[config.mk]
export PLATFORM = sky130hd
export DESIGN_NAME = dcr_top
export DESIGN_NICKNAME = d
export VERILOG_FILES = /design/src/logic/dcr_pkg.sv /design/src/logic/dcr_top.sv
export SDC_FILE = /design/constraint.sdc
export NUM_CORES = 1
export LEC_CHECK = 0
export CORE_AREA = 2 2 151 153
export DETAILED_ROUTE_END_ITERATION = 10
export DIE_AREA = 0 0 153 155
export DONT_BUFFER_PORTS = 1
export PLACE_DENSITY = 0.75
export REMOVE_ABC_BUFFERS = 1
export SLEW_MARGIN = 15
export SYNTH_ARGS = -nofsm -noshare
export SYNTH_HDL_FRONTEND = slang
export SYNTH_SLANG_ARGS = --single-unit
[constraint.sdc]
create_clock -name CLK -period 4.9 [get_ports CLK]
set_clock_uncertainty 0.2 [all_clocks]
set_input_delay 0.49 -clock CLK [delete_from_list [all_inputs] [get_ports CLK]]
set_output_delay 0.49 -clock CLK [all_outputs]
set_load 0.03 [all_outputs]
[src/logic/dcr_pkg.sv]
// Package for the checksum reorder control block
package dcr_pkg;
  localparam logic [31:0] CTRL_ADDR     = 32'h0000_0000;
  localparam logic [31:0] CTRL_RESET    = 32'h0000_0000;
  localparam logic [31:0] CTRL_WMASK    = 32'h3900_1FE7;
  localparam int          BYTE_ORD_POS  = 28;
  localparam int          WR_REORD_POS  = 27;
  localparam int          BIT_ORD_POS   = 24;
  localparam int          POLY_LEN_POS  = 8;
  localparam int          EN_POS        = 7;
  localparam int          APP_POS       = 6;
  localparam int          TYP_POS       = 5;
  localparam int          CH_POS        = 0;
  localparam int          FIFO_DEPTH    = 4;
  localparam int          DATA_W        = 32;
  localparam logic [1:0]  ORD_NONE      = 2'h0;
  localparam logic [1:0]  ORD_WORD_REV  = 2'h1;
  localparam logic [1:0]  ORD_HALF_SWAP = 2'h2;
  localparam logic [1:0]  ORD_BYTE_HALF = 2'h3;

  typedef struct packed {
    logic [1:0] byte_order_sel;
    logic       write_reorder_en;
    logic       bit_order_sel;
    logic [4:0] poly_length;
    logic       checker_enable;
    logic       result_append;
    logic       checker_type;
    logic [2:0] channel_select;
  } dcr_cfg_type;

  typedef struct packed {
    logic [31:0] calc_data;
    logic [31:0] dest_data;
  } dcr_beat_type;
endpackage

[src/logic/dcr_top.sv]
// Checksum unit control register, byte reorder path and output FIFO
`timescale 1ns/100ps

module dcr_fifo #(
  parameter int WIDTH = 64,
  parameter int DEPTH = 4
) (
  input  wire logic             clk,
  input  wire logic             rst_n,
  input  wire logic             in_valid,
  output logic                  in_ready,
  input  wire logic [WIDTH-1:0] in_data,
  output logic                  out_valid,
  input  wire logic             out_ready,
  output logic      [WIDTH-1:0] out_data
);
  localparam int AW = $clog2(DEPTH);
  logic [WIDTH-1:0] mem_q [DEPTH];
  logic [AW-1:0]    wr_q;
  logic [AW-1:0]    rd_q;
  logic [AW:0]      cnt_q;
  logic             push;
  logic             pop;

  assign in_ready  = (cnt_q != (AW+1)'(DEPTH));
  assign out_valid = (cnt_q != '0);
  assign out_data  = mem_q[rd_q];
  assign push      = in_valid && in_ready;
  assign pop       = out_valid && out_ready;

  always_ff @(posedge clk) begin
    if (push) begin
      mem_q[wr_q] <= in_data;
    end
  end

  always_ff @(posedge clk) begin
    if (!rst_n) begin
      wr_q  <= '0;
      rd_q  <= '0;
      cnt_q <= '0;
    end else begin
      if (push) begin
        wr_q <= (wr_q == AW'(DEPTH-1)) ? '0 : wr_q + AW'(1);
      end
      if (pop) begin
        rd_q <= (rd_q == AW'(DEPTH-1)) ? '0 : rd_q + AW'(1);
      end
      cnt_q <= cnt_q + (AW+1)'(push) - (AW+1)'(pop);
    end
  end
endmodule // dcr_fifo

module dcr_top
  import dcr_pkg::*;
(
  input  wire logic        CLK,
  input  wire logic        RESETN,
  input  wire logic        HSEL,
  input  wire logic [31:0] HADDR,
  input  wire logic [1:0]  HTRANS,
  input  wire logic        HWRITE,
  input  wire logic [2:0]  HSIZE,
  input  wire logic        HREADY,
  input  wire logic [31:0] HWDATA,
  output logic      [31:0] HRDATA,
  output logic             HREADYOUT,
  output logic             HRESP,
  input  wire logic [7:0]  SRC_VALID,
  input  wire logic [31:0] SRC_DATA,
  output logic      [7:0]  SRC_READY,
  output logic             OUT_VALID,
  input  wire logic        OUT_READY,
  output logic      [31:0] OUT_CALC_DATA,
  output logic      [31:0] OUT_DEST_DATA,
  output logic             OUT_ROUTED,
  output logic             OUT_REFLECT,
  output logic             OUT_IP_MODE,
  output logic      [4:0]  OUT_POLY_LEN,
  output logic      [31:0] CTRL_STATUS
);
  dcr_cfg_type  cfg_q;
  logic         wr_pend_q;
  logic         rd_pend_q;
  logic [31:0]  ctrl_word;
  logic [31:0]  wr_val;
  logic [31:0]  reordered;
  dcr_beat_type beat;
  dcr_beat_type fifo_out;
  logic         fifo_in_ready;
  logic         fifo_in_valid;
  logic         fifo_out_valid;
  logic         sel_valid;
  logic         addr_hit;

  // Unassigned positions are built as zero, so they always read zero
  always_comb begin
    ctrl_word = '0;
    ctrl_word[BYTE_ORD_POS+:2] = cfg_q.byte_order_sel;
    ctrl_word[WR_REORD_POS]    = cfg_q.write_reorder_en;
    ctrl_word[BIT_ORD_POS]     = cfg_q.bit_order_sel;
    ctrl_word[POLY_LEN_POS+:5] = cfg_q.poly_length;
    ctrl_word[EN_POS]          = cfg_q.checker_enable;
    ctrl_word[APP_POS]         = cfg_q.result_append;
    ctrl_word[TYP_POS]         = cfg_q.checker_type;
    ctrl_word[CH_POS+:3]       = cfg_q.channel_select;
  end

  assign wr_val   = HWDATA & CTRL_WMASK;
  assign addr_hit = (HADDR[31:2] == CTRL_ADDR[31:2]);

  // Zero-wait slave, always OKAY
  always_ff @(posedge CLK) begin
    if (!RESETN) begin
      wr_pend_q <= 1'b0;
      rd_pend_q <= 1'b0;
    end else if (HREADY) begin
      wr_pend_q <= HSEL && HTRANS[1] && HWRITE && addr_hit;
      rd_pend_q <= HSEL && HTRANS[1] && !HWRITE;
    end
  end

  always_ff @(posedge CLK) begin
    if (!RESETN) begin
      cfg_q.byte_order_sel   <= CTRL_RESET[BYTE_ORD_POS+:2];
      cfg_q.write_reorder_en <= CTRL_RESET[WR_REORD_POS];
      cfg_q.bit_order_sel    <= CTRL_RESET[BIT_ORD_POS];
      cfg_q.poly_length      <= CTRL_RESET[POLY_LEN_POS+:5];
      cfg_q.checker_enable   <= CTRL_RESET[EN_POS];
      cfg_q.result_append    <= CTRL_RESET[APP_POS];
      cfg_q.checker_type     <= CTRL_RESET[TYP_POS];
      cfg_q.channel_select   <= CTRL_RESET[CH_POS+:3];
    end else if (wr_pend_q) begin
      cfg_q.byte_order_sel   <= wr_val[BYTE_ORD_POS+:2];
      cfg_q.write_reorder_en <= wr_val[WR_REORD_POS];
      cfg_q.bit_order_sel    <= wr_val[BIT_ORD_POS];
      cfg_q.poly_length      <= wr_val[POLY_LEN_POS+:5];
      cfg_q.checker_enable   <= wr_val[EN_POS];
      // Append is blocked while destination reordering is on
      cfg_q.result_append    <= wr_val[APP_POS]
                                && !wr_val[WR_REORD_POS];
      cfg_q.checker_type     <= wr_val[TYP_POS];
      cfg_q.channel_select   <= wr_val[CH_POS+:3];
    end
  end

  always_ff @(posedge CLK) begin
    if (!RESETN) begin
      HRDATA <= '0;
    end else if (HREADY && HSEL && HTRANS[1] && !HWRITE) begin
      HRDATA <= addr_hit ? ctrl_word : '0;
    end
  end

  // Constant answers still come from flops, as HRDATA and the mode outputs do
  always_ff @(posedge CLK) begin
    HREADYOUT <= 1'b1;
    HRESP     <= 1'b0;
  end

  always_comb begin
    case (cfg_q.byte_order_sel)
      ORD_NONE:      reordered = SRC_DATA;
      ORD_WORD_REV:  reordered = {SRC_DATA[7:0], SRC_DATA[15:8],
                                  SRC_DATA[23:16], SRC_DATA[31:24]};
      ORD_HALF_SWAP: reordered = {SRC_DATA[15:0], SRC_DATA[31:16]};
      default:       reordered = {SRC_DATA[23:16], SRC_DATA[31:24],
                                  SRC_DATA[7:0], SRC_DATA[15:8]};
    endcase
  end

  // Only the selected channel is fed; other channels bypass untouched
  assign sel_valid     = SRC_VALID[cfg_q.channel_select];
  assign fifo_in_valid = cfg_q.checker_enable && sel_valid;
  assign beat.calc_data = reordered;
  assign beat.dest_data = cfg_q.write_reorder_en ? reordered
                                                 : SRC_DATA;

  always_comb begin
    SRC_READY = 8'hFF;
    if (cfg_q.checker_enable) begin
      SRC_READY[cfg_q.channel_select] = fifo_in_ready;
    end
  end

  dcr_fifo #(
    .WIDTH (2*DATA_W),
    .DEPTH (FIFO_DEPTH)
  ) u_fifo (
    .clk       (CLK),
    .rst_n     (RESETN),
    .in_valid  (fifo_in_valid),
    .in_ready  (fifo_in_ready),
    .in_data   (beat),
    .out_valid (fifo_out_valid),
    .out_ready (OUT_READY),
    .out_data  (fifo_out)
  );

  assign OUT_VALID     = fifo_out_valid;
  assign OUT_CALC_DATA = fifo_out.calc_data;
  assign OUT_DEST_DATA = fifo_out.dest_data;

  // Mode outputs to the checksum engine, plus the registered copy of the control word on CTRL_STATUS
  always_ff @(posedge CLK) begin
    if (!RESETN) begin
      OUT_ROUTED   <= 1'b0;
      OUT_REFLECT  <= 1'b0;
      OUT_IP_MODE  <= 1'b0;
      OUT_POLY_LEN <= '0;
      CTRL_STATUS  <= '0;
    end else begin
      OUT_ROUTED   <= cfg_q.checker_enable;
      OUT_REFLECT  <= cfg_q.bit_order_sel;
      OUT_IP_MODE  <= cfg_q.checker_type;
      // Field is length minus one; zeroed in IP mode where it has no use
      OUT_POLY_LEN <= cfg_q.checker_type ? 5'h00
                                         : cfg_q.poly_length;
      CTRL_STATUS  <= ctrl_word;
    end
  end
endmodule // dcr_top

* Word level (Yosys, flattened, before mapping)
Memory sizes are Yosys's and may differ from the RTL's. A register that Yosys moved wholly into a read port is not among the register bits.
Index checks and enable logic that the tools add are counted.
** Word-level totals
- Register bits after elaboration :: 95
- Bits in writable memories :: 256
- Bits of input ports :: 115
- Output and inout bits :: 147
- Word-level logic and storage cells :: 65
- Memories kept :: 1
** Memory list
- u_fifo.mem_q :: words 4, width 64, rd ports 1, clocked after memory_dff 1, write ports 1, RTL line dcr_top.sv:18 : logic [WIDTH-1:0] mem_q [DEPTH];
** Cells by class
- $add $sub $neg :: 4
- Magnitude comparators :: 2
- Equality and inequality tests :: 5
- Multiplexer cells :: 14
- Bitwise gates (word level) :: 3
- Reduce and logical (&&, ||, !) cells :: 17
** Operators with widths (count)
- case mux 32 bit (3 select lines) :: 1
- 2-to-1 mux 32 bit :: 1
- zero test 30 bit :: 1
- 2-to-1 mux 30 bit :: 1
- logical AND 1 bit :: 11
- 2-to-1 mux 2 bit :: 4
- 2-to-1 mux 8 bit :: 1
- NOT 8 bit :: 1
- OR 8 bit :: 1
- equality test 2 bit, second input constant :: 3
- adder 2 x 1 -> 2 bit, second input constant :: 2
- < comparator 3 x 4 -> 1 bit, second input constant :: 1
- 2-to-1 mux 1 bit :: 4
- adder 3 x 1 -> 3 bit :: 1
- binary-select mux 1 bit (select 3 bit) :: 1
- demux 1 bit (select 3 bit) :: 1
- greater-or-equal comparator 3 x 1 -> 1 bit, second input constant :: 1
- != test 3 bit, second input constant :: 1
- nonzero test 3 bit :: 1
- subtractor 3 x 1 -> 3 bit :: 1
- equality test 2 x 1 -> 1 bit, second input constant :: 1
- zero test 1 bit :: 2
- zero test 2 bit :: 1
- OR reduction 2 bit :: 1
- NOT 1 bit :: 1

* Logic depth before layout (Yosys ltp)
Gate-level depths: netlist of the first run.
- Word-level depth :: 7
- Gate-level depth with buffers :: 11
- Depth with buffers taken out :: 11

* Modules after synthesis
A second synthesis of the first run with hierarchy kept.
** Second synthesis, totals
- Cells, all modules :: 697
- Area total of the unflattened synthesis :: 13316.5 um^2
** Modules (own cells, without submodules)
- dcr_fifo :: instances 1, cells each 386, area each 9696.8 um^2
- dcr_top :: instances 1, cells each 311, area each 3619.7 um^2

* Worst setup path after synthesis of the first run
No wires, ideal clock.
- Path kind :: register -> register
- Start point :: reg cfg_q[1] (netlist bit)
- End point :: mem u_fifo.mem_q[1][0], enable pin
- Setup time :: 0.429 ns
- Data arrival time :: 3.004 ns
- Data required time :: 4.271 ns
- Setup slack :: 1.267 ns
- Stages on the path, launching flop included :: 5
- Buffers on the path :: 1
- Clock period less this slack :: 3.633 ns
- Cell sequence :: dfxtp_1 clkbuf_1 mux4_2 a211oi_4 and2_1
** Between the ends
- Cells in the longest elaborated chain, start to end :: 6
** Ends and longest elaborated chain
- from (decl) :: RTL line dcr_top.sv:82 : dcr_cfg_type cfg_q;
- binary-select mux 1 bit (select 3 bit) :: RTL line dcr_top.sv:173 : assign sel_valid = SRC_VALID[cfg_q.channel_select];
- 2-to-1 mux 1 bit (implied by the code) :: RTL line dcr_top.sv:173
- logical AND 1 bit :: RTL line dcr_top.sv:174 : assign fifo_in_valid = cfg_q.checker_enable && sel_valid;
- logical AND 1 bit :: RTL line dcr_top.sv:28 : assign push = in_valid && in_ready;
- via u_fifo.push :: RTL line dcr_top.sv:22 : logic push;
- 2-to-1 mux 1 bit :: RTL line dcr_top.sv:32 : if (push) begin
- 2-to-1 mux 1 bit (implied by the code) :: RTL line dcr_top.sv:33 : mem_q[wr_q] <= in_data;
- to (decl) :: RTL line dcr_top.sv:18
The timed path passes the listed nets, and every way through them passes these cells. The select of a mux whose other input is x is not followed.

==> results of run 1 <==
## placed cells by master (no fill, tap or decap), types with 17 or more instances in the layout
cell type,n
dfxtp_1,55
conb_1,36
nor2b_1,18
mux2i_1,20
and2_1,35
dlygate4sd3_1,17
nand2_1,42
clkbuf_16,32
mux2_2,32
edfxtp_1,256
mux4_2,97
## state kept, by name, summed over array words and instances (netlist names), named ones only
| signal | count |
|---|---|
| u_fifo.cnt_q | 3 |
| cfg_q | 15 |
| HRDATA | 15 |
| OUT_POLY_LEN | 5 |
| wr_pend_q | 1 |
| u_fifo.mem_q | 256 |
| CTRL_STATUS | 15 |
| u_fifo.rd_q | 2 |
| u_fifo.wr_q | 2 |
## final cells by class
cell class                 count  area [sq um]  area share
timing repair buffer          22         220.2     0.01538
clock inverter                11         82.58    0.005768
sequential                   316          8900      0.6217
clock buffer                  45         863.3     0.06030
tap                          285         356.6     0.02491
multi-input combinational    342          3860      0.2696
inverter                       9         33.78    0.002360
## worst max-delay path, stage by stage (launching register included)
cell	delay, ns
dfxtp_4	0.89
buf_4	0.41
mux4_2	0.68
## routing by layer
| metal | vias up | GRT usage | share of wire |
|---|---|---|---|
| li1 | 2755 | - | - |
| met1 | 3214 | 0.2524 | 0.37 |
| met2 | 259 | 0.3884 | 0.53 |
| met3 | 36 | 0.05877 | 0.080 |
| met4 | 0 | 0.05952 | 0.022 |
| met5 | - | 0 | 0 |
## power by group
group | internal [mW] | switching (mW)
clock network | 1.27 | 0.929
registers | 2.92 | 0.118
logic | 0.347 | 0.537
## logic make-up (layout without fill, tap and decap cells)
logic type | after synthesis | after routing | synth area share
other | 2 | 36 | 0.0005724
flip-flops | 316 | 316 | 0.6775
adder cells (fa/ha/maj) | 8 | 8 | 0.008201
XOR/XNOR | 2 | 2 | 0.001335
multiplexers | 149 | 149 | 0.2092
AND/OR/NAND/NOR | 127 | 127 | 0.05207
AO/OA/AOI/OAI | 20 | 20 | 0.01249
buffers and inverters | 89 | 87 | 0.03862
## repair_timing
action                                 CTS  global route
hold buffers                            18             0
endpoints found under the hold margin   55             0
gates resized for setup                  0             0
## metrics by stage
stage / area (sq um) / total power [mW] / hold slack (ns) / util / cells
floorplan: 12770 / 3.845 / 0.2518 / - / 667
detailed placement: 13180 / 3.981 / 0.2848 / 0.5930 / 956
global route: 14320 / 6.315 / 0.005948 / 0.6441 / 1030
global placement: 13180 / 3.957 / 0.2712 / 0.5930 / 956
CTS: 14320 / 6.169 / 0.002243 / 0.6441 / 1030
finish: 14320 / 6.116 / 0.02106 / 0.6441 / 1030
## how the worst max path moves through the flow
stage / end / start / slack, ns / cells past startpoint
after floorplan: OUT_CALC_DATA[0] / flop / 0.72 / 1
after global placement: u_fifo.mem_q[3][58] / cfg_q[0] / 1.88 / 4
after detailed placement: u_fifo.mem_q[1][58] / cfg_q[0] / 1.82 / 4
after CTS: OUT_DEST_DATA[4] / flop / 1.53 / 2
after global routing: OUT_DEST_DATA[4] / flop / 1.43 / 2
final: OUT_DEST_DATA[4] / flop / 1.64 / 2
==> impl_metrics.env, run 1 <==
export IMPL_htree_levels=1
export IMPL_syn_inst=713
export IMPL_post_route_drc_count=0
export IMPL_hold_viol_final=0
export IMPL_first_global_vias=6765
export IMPL_wl_per_cell_um=24.61
export IMPL_worstReg2RegStart="cfg_q[0]"
export IMPL_synth_cell_types=32
export IMPL_p_leak_nw=4.423
export IMPL_overflow=0
export IMPL_max_freq_mhz=307.0
export IMPL_clk_pin_slew_ns=0.06
export IMPL_syn_avg_cell_area_sq_um=18.40
export IMPL_layout_nets=844
export IMPL_async_reset_ff_frac=0
export IMPL_synth_area_leaders="edfxtp_1, mux4_2, dfxtp_1"
export IMPL_cts_tree="built"
export IMPL_rows=55
export IMPL_clock_latency_ns=0.54
export IMPL_numCtsBuffers=30
export IMPL_worstPathRequired_ns=4.21
export IMPL_syn_to_final_growth_pct=9.117
export IMPL_dp_hpwl_um=15370
export IMPL_ant_nets=0
export IMPL_synth_seq_cells=316
export IMPL_dieWidth_um=153
export IMPL_antenna_found_initial=0
export IMPL_synth_area_leader_cell="edfxtp_1"
export IMPL_outcome="finished, final reports clean"
export IMPL_maxSlewViolCount=0
export IMPL_synthFlopType="edfxtp_1"
export IMPL_cts_setup_buffers=0
export IMPL_rrSetupSlack_ns=1.81
export IMPL_synth_edf_count=256
export IMPL_chipHeight_um=155
export IMPL_pin_count=262
export IMPL_path_max_fanout=42
export IMPL_place_ws_ns=1.818
export IMPL_nFillCells=1470
export IMPL_routabilityCongestion=0.8367
export IMPL_fin_crit_sh=0.6649
export IMPL_initial_core_util=0.5903
export IMPL_cts_root_buf="clkbuf_16"
export IMPL_worstPathArrival_ns=2.57
export IMPL_worst_pin_slew_ns=1.157
export IMPL_fin_crit_ns=3.258
export IMPL_dieArea_sq_um=23720
export IMPL_drt_total_wl_um=25350
export IMPL_maxCapViolCount=0
export IMPL_setup_viol_count_final=0
export IMPL_ir_worst_vdd_mv=0.2564
export IMPL_diodes=0
export IMPL_num_vias=6264
export IMPL_r2r_end="u_fifo.mem_q[2][62]"
export IMPL_whs_path_depth=1
export IMPL_drt_iter0_drc=382
export IMPL_p_per_area_nw_per_um2=427.2
export IMPL_yosys_warnings=0
export IMPL_reg2reg_depth=4
export IMPL_criticalPathCategory="flop to primary output"
export IMPL_hold_start="SRC_DATA[25]"
export IMPL_drive_above_1_share=0.2510
export IMPL_synth_most_common_cell="edfxtp_1"
export IMPL_ys_seq_area_frac=0.6775
export IMPL_grt_max_degree=65
export IMPL_io_buffers=0
export IMPL_rsz0062_at_grt="no"
export IMPL_routed_via_density=6.082
export IMPL_cts_buffer_depth=3
export IMPL_yosysTopAreaCellShare=0.5859
export IMPL_maxSlewHeadroom=0.2288
export IMPL_grt_pass1_wl_um=38600
export IMPL_dr_pass1_iters=5
export IMPL_synth_common_cells="edfxtp_1, mux4_2, dfxtp_1"
export IMPL_endpoint_kind="primary output"
export IMPL_worst_slack_ns=1.642
export IMPL_coreArea_sq_um=22230
export IMPL_startpoint_type="flop"
export IMPL_grt_use_total=0.2138
export IMPL_clock_sinks=316
export IMPL_min_to="u_fifo.mem_q[1][25]"
export IMPL_hp_class="input port to flop"
export IMPL_tns_ns=0
export IMPL_synth_area_sq_um=13120
No activity file was read; power rests on OpenSTA's default activity.
==> inputs of run 2 (changes only) <==
==> constraint.sdc (replaced) <==
create_clock -name CLK -period 3.1 [get_ports CLK]
set_clock_uncertainty 0.2 [all_clocks]
set_input_delay 0.31 -clock CLK [delete_from_list [all_inputs] [get_ports CLK]]
set_output_delay 0.31 -clock CLK [all_outputs]
set_load 0.03 [all_outputs]
==> impl_metrics.env, run 2 (same netlist as run 1, synthesis figures left out) <==
export IMPL_routed_via_density=6.050
export IMPL_place_ws_ns=0.3233
export IMPL_reg2reg_depth=9
export IMPL_dr_pass1_iters=5
export IMPL_cts_buffer_depth=3
export IMPL_path_max_fanout=8
export IMPL_r2r_end="u_fifo.cnt_q[2]"
export IMPL_mostFrequentLayoutCell="edfxtp_1"
export IMPL_io_buffers=0
export IMPL_cts_tree="built"
export IMPL_numCtsBuffers=31
export IMPL_hp_class="input port to flop"
export IMPL_maxSlewHeadroom=0.3195
export IMPL_syn_to_final_growth_pct=15.48
export IMPL_pin_count=262
export IMPL_dieWidth_um=153
export IMPL_wl_per_cell_um=24.21
export IMPL_clk_pin_slew_ns=0.06
export IMPL_worstReg2RegStart="cfg_q[0]"
export IMPL_cts_root_buf="clkbuf_16"
export IMPL_num_vias=6631
export IMPL_dp_hpwl_um=17120
export IMPL_p_per_area_nw_per_um2=669.2
export IMPL_power_mw=10.14
export IMPL_rsz0062_at_grt="no"
export IMPL_grt_max_degree=57
export IMPL_worstPathArrival_ns=3.03
export IMPL_rrSetupSlack_ns=0.32
export IMPL_worst_pin_slew_ns=1.019
export IMPL_nFillCells=1369
export IMPL_final_cell_mix="edfxtp_1, mux4_2, dlygate4sd3_1, dfxtp_1, nand2_1"
export IMPL_ant_nets=0
export IMPL_layout_nets=908
export IMPL_maxCapViolCount=0
export IMPL_clock_latency_ns=0.55
export IMPL_setup_viol_count_final=0
export IMPL_max_freq_mhz=359.7
export IMPL_antenna_found_initial=3
export IMPL_setup_worst_path_end="u_fifo.cnt_q[2]"
export IMPL_criticalPathCategory="flop to flop"
export IMPL_drt_total_wl_um=26530
export IMPL_worst_slack_ns=0.3197
export IMPL_coreArea_sq_um=22230
export IMPL_fin_crit_sh=0.8969
export IMPL_first_global_vias=7106
export IMPL_worstPathRequired_ns=3.35
export IMPL_grt_use_total=0.2240
export IMPL_ir_worst_vdd_mv=0.4224
export IMPL_p_leak_nw=4.796
export IMPL_routabilityCongestion=0.8264
export IMPL_overflow=0
export IMPL_hold_ws_ns=0.02989
export IMPL_chipHeight_um=155
export IMPL_post_route_drc_count=0
export IMPL_htree_levels=1
export IMPL_stdcell_area_sq_um=15150
export IMPL_placed_cell_area_sq_um=13500
export IMPL_startpoint_type="flop"
export IMPL_initial_core_util=0.5903
export IMPL_drt_iter0_drc=449
export IMPL_dieArea_sq_um=23720
export IMPL_rows=55
export IMPL_regMostFlops="u_fifo.mem_q"
export IMPL_endpoint_kind="flop"
export IMPL_clock_sinks=316
export IMPL_grt_pass1_wl_um=40760
export IMPL_ctsResizeCount=0
export IMPL_worstSetupStartpoint="cfg_q[0]"
export IMPL_fin_crit_ns=2.780
export IMPL_outcome="finished, final reports clean"
export IMPL_hold_viol_final=0
export IMPL_tns_ns=0
export IMPL_largest_register_ffs=256
export IMPL_maxSlewViolCount=0
export IMPL_drive_above_1_share=0.2636
[run 2: changes by cell type in the layout (fill, tap and decap cells not counted), sizes merged]
cell / previous run / this run
clkinv: 8 / 15
dlygate4sd3: 17 / 58
diode: 0 / 3
buf: 5 / 27
bufinv: 1 / 6
clkbuf: 45 / 33
[run 2: repair_timing]
| item | in CTS | in global routing |
|---|---|---|
| hold buffers | 59 | 0 |
| endpoints found under the hold margin | 316 | 0 |
| setup buffers | 0 | 0 |
[run 2: worst min path at each step]
stage / cells past startpoint / startpoint / end
after floorplan: 1 / RESETN / HRDATA[10]
after global placement: 1 / RESETN / HRDATA[1]
after detailed placement: 1 / RESETN / u_fifo.cnt_q[0]
after CTS: 4 / HSEL / HRDATA[7]
after global routing: 4 / HSEL / HRDATA[7]
final: 4 / HSEL / HRDATA[7]
[run 2: layer usage]
metal / share of wire / routed length [um] / GRT usage / vias to the layer above
li1: - / - / - / 2877
met1: 0.36 / 9613 / 0.2717 / 3384
met2: 0.53 / 14060 / 0.4072 / 321
met3: 0.082 / 2163 / 0.04763 / 49
met4: 0.026 / 697 / 0.06746 / 0
met5: 0 / 0 / 0 / -
[run 2: final cells by class]
cell class	instances	area [sq um]	area share
clock buffer	33	783.3	0.05170
inverter	9	33.78	0.002230
tap	285	356.6	0.02354
antenna	3	7.507	0.0004955
multi-input combinational	342	3860	0.2548
timing repair buffer	85	945.9	0.06243
clock inverter	23	264.0	0.01743
sequential	316	8900	0.5874
[run 2: per-stage QoR]
step	cells	utilization
final	1096	0.6816
after global placement	978	0.6071
after detailed placement	978	0.6071
after CTS	1093	0.6813
after floorplan	667	-
after global routing	1096	0.6816
[run 2: report_power, final]
group	switching (mW)	internal (mW)	leakage, nW	total (mW)
clock network	1.52	2.31	0.510	3.83
logic	0.986	0.616	1.50	1.60
registers	0.0933	4.61	2.79	4.71
total	2.60	7.54	4.80	10.1
[run 2: worst max-delay path: stages (launching register included)]
cell	delay [ns]
dfxtp_1	0.52
mux2i_1	0.13
mux4_2	0.52
a211oi_4	0.25
ha_1	0.18
inv_1	0.05
fa_1	0.39
xnor2_1	0.19
xnor2_1	0.09
and2_1	0.15
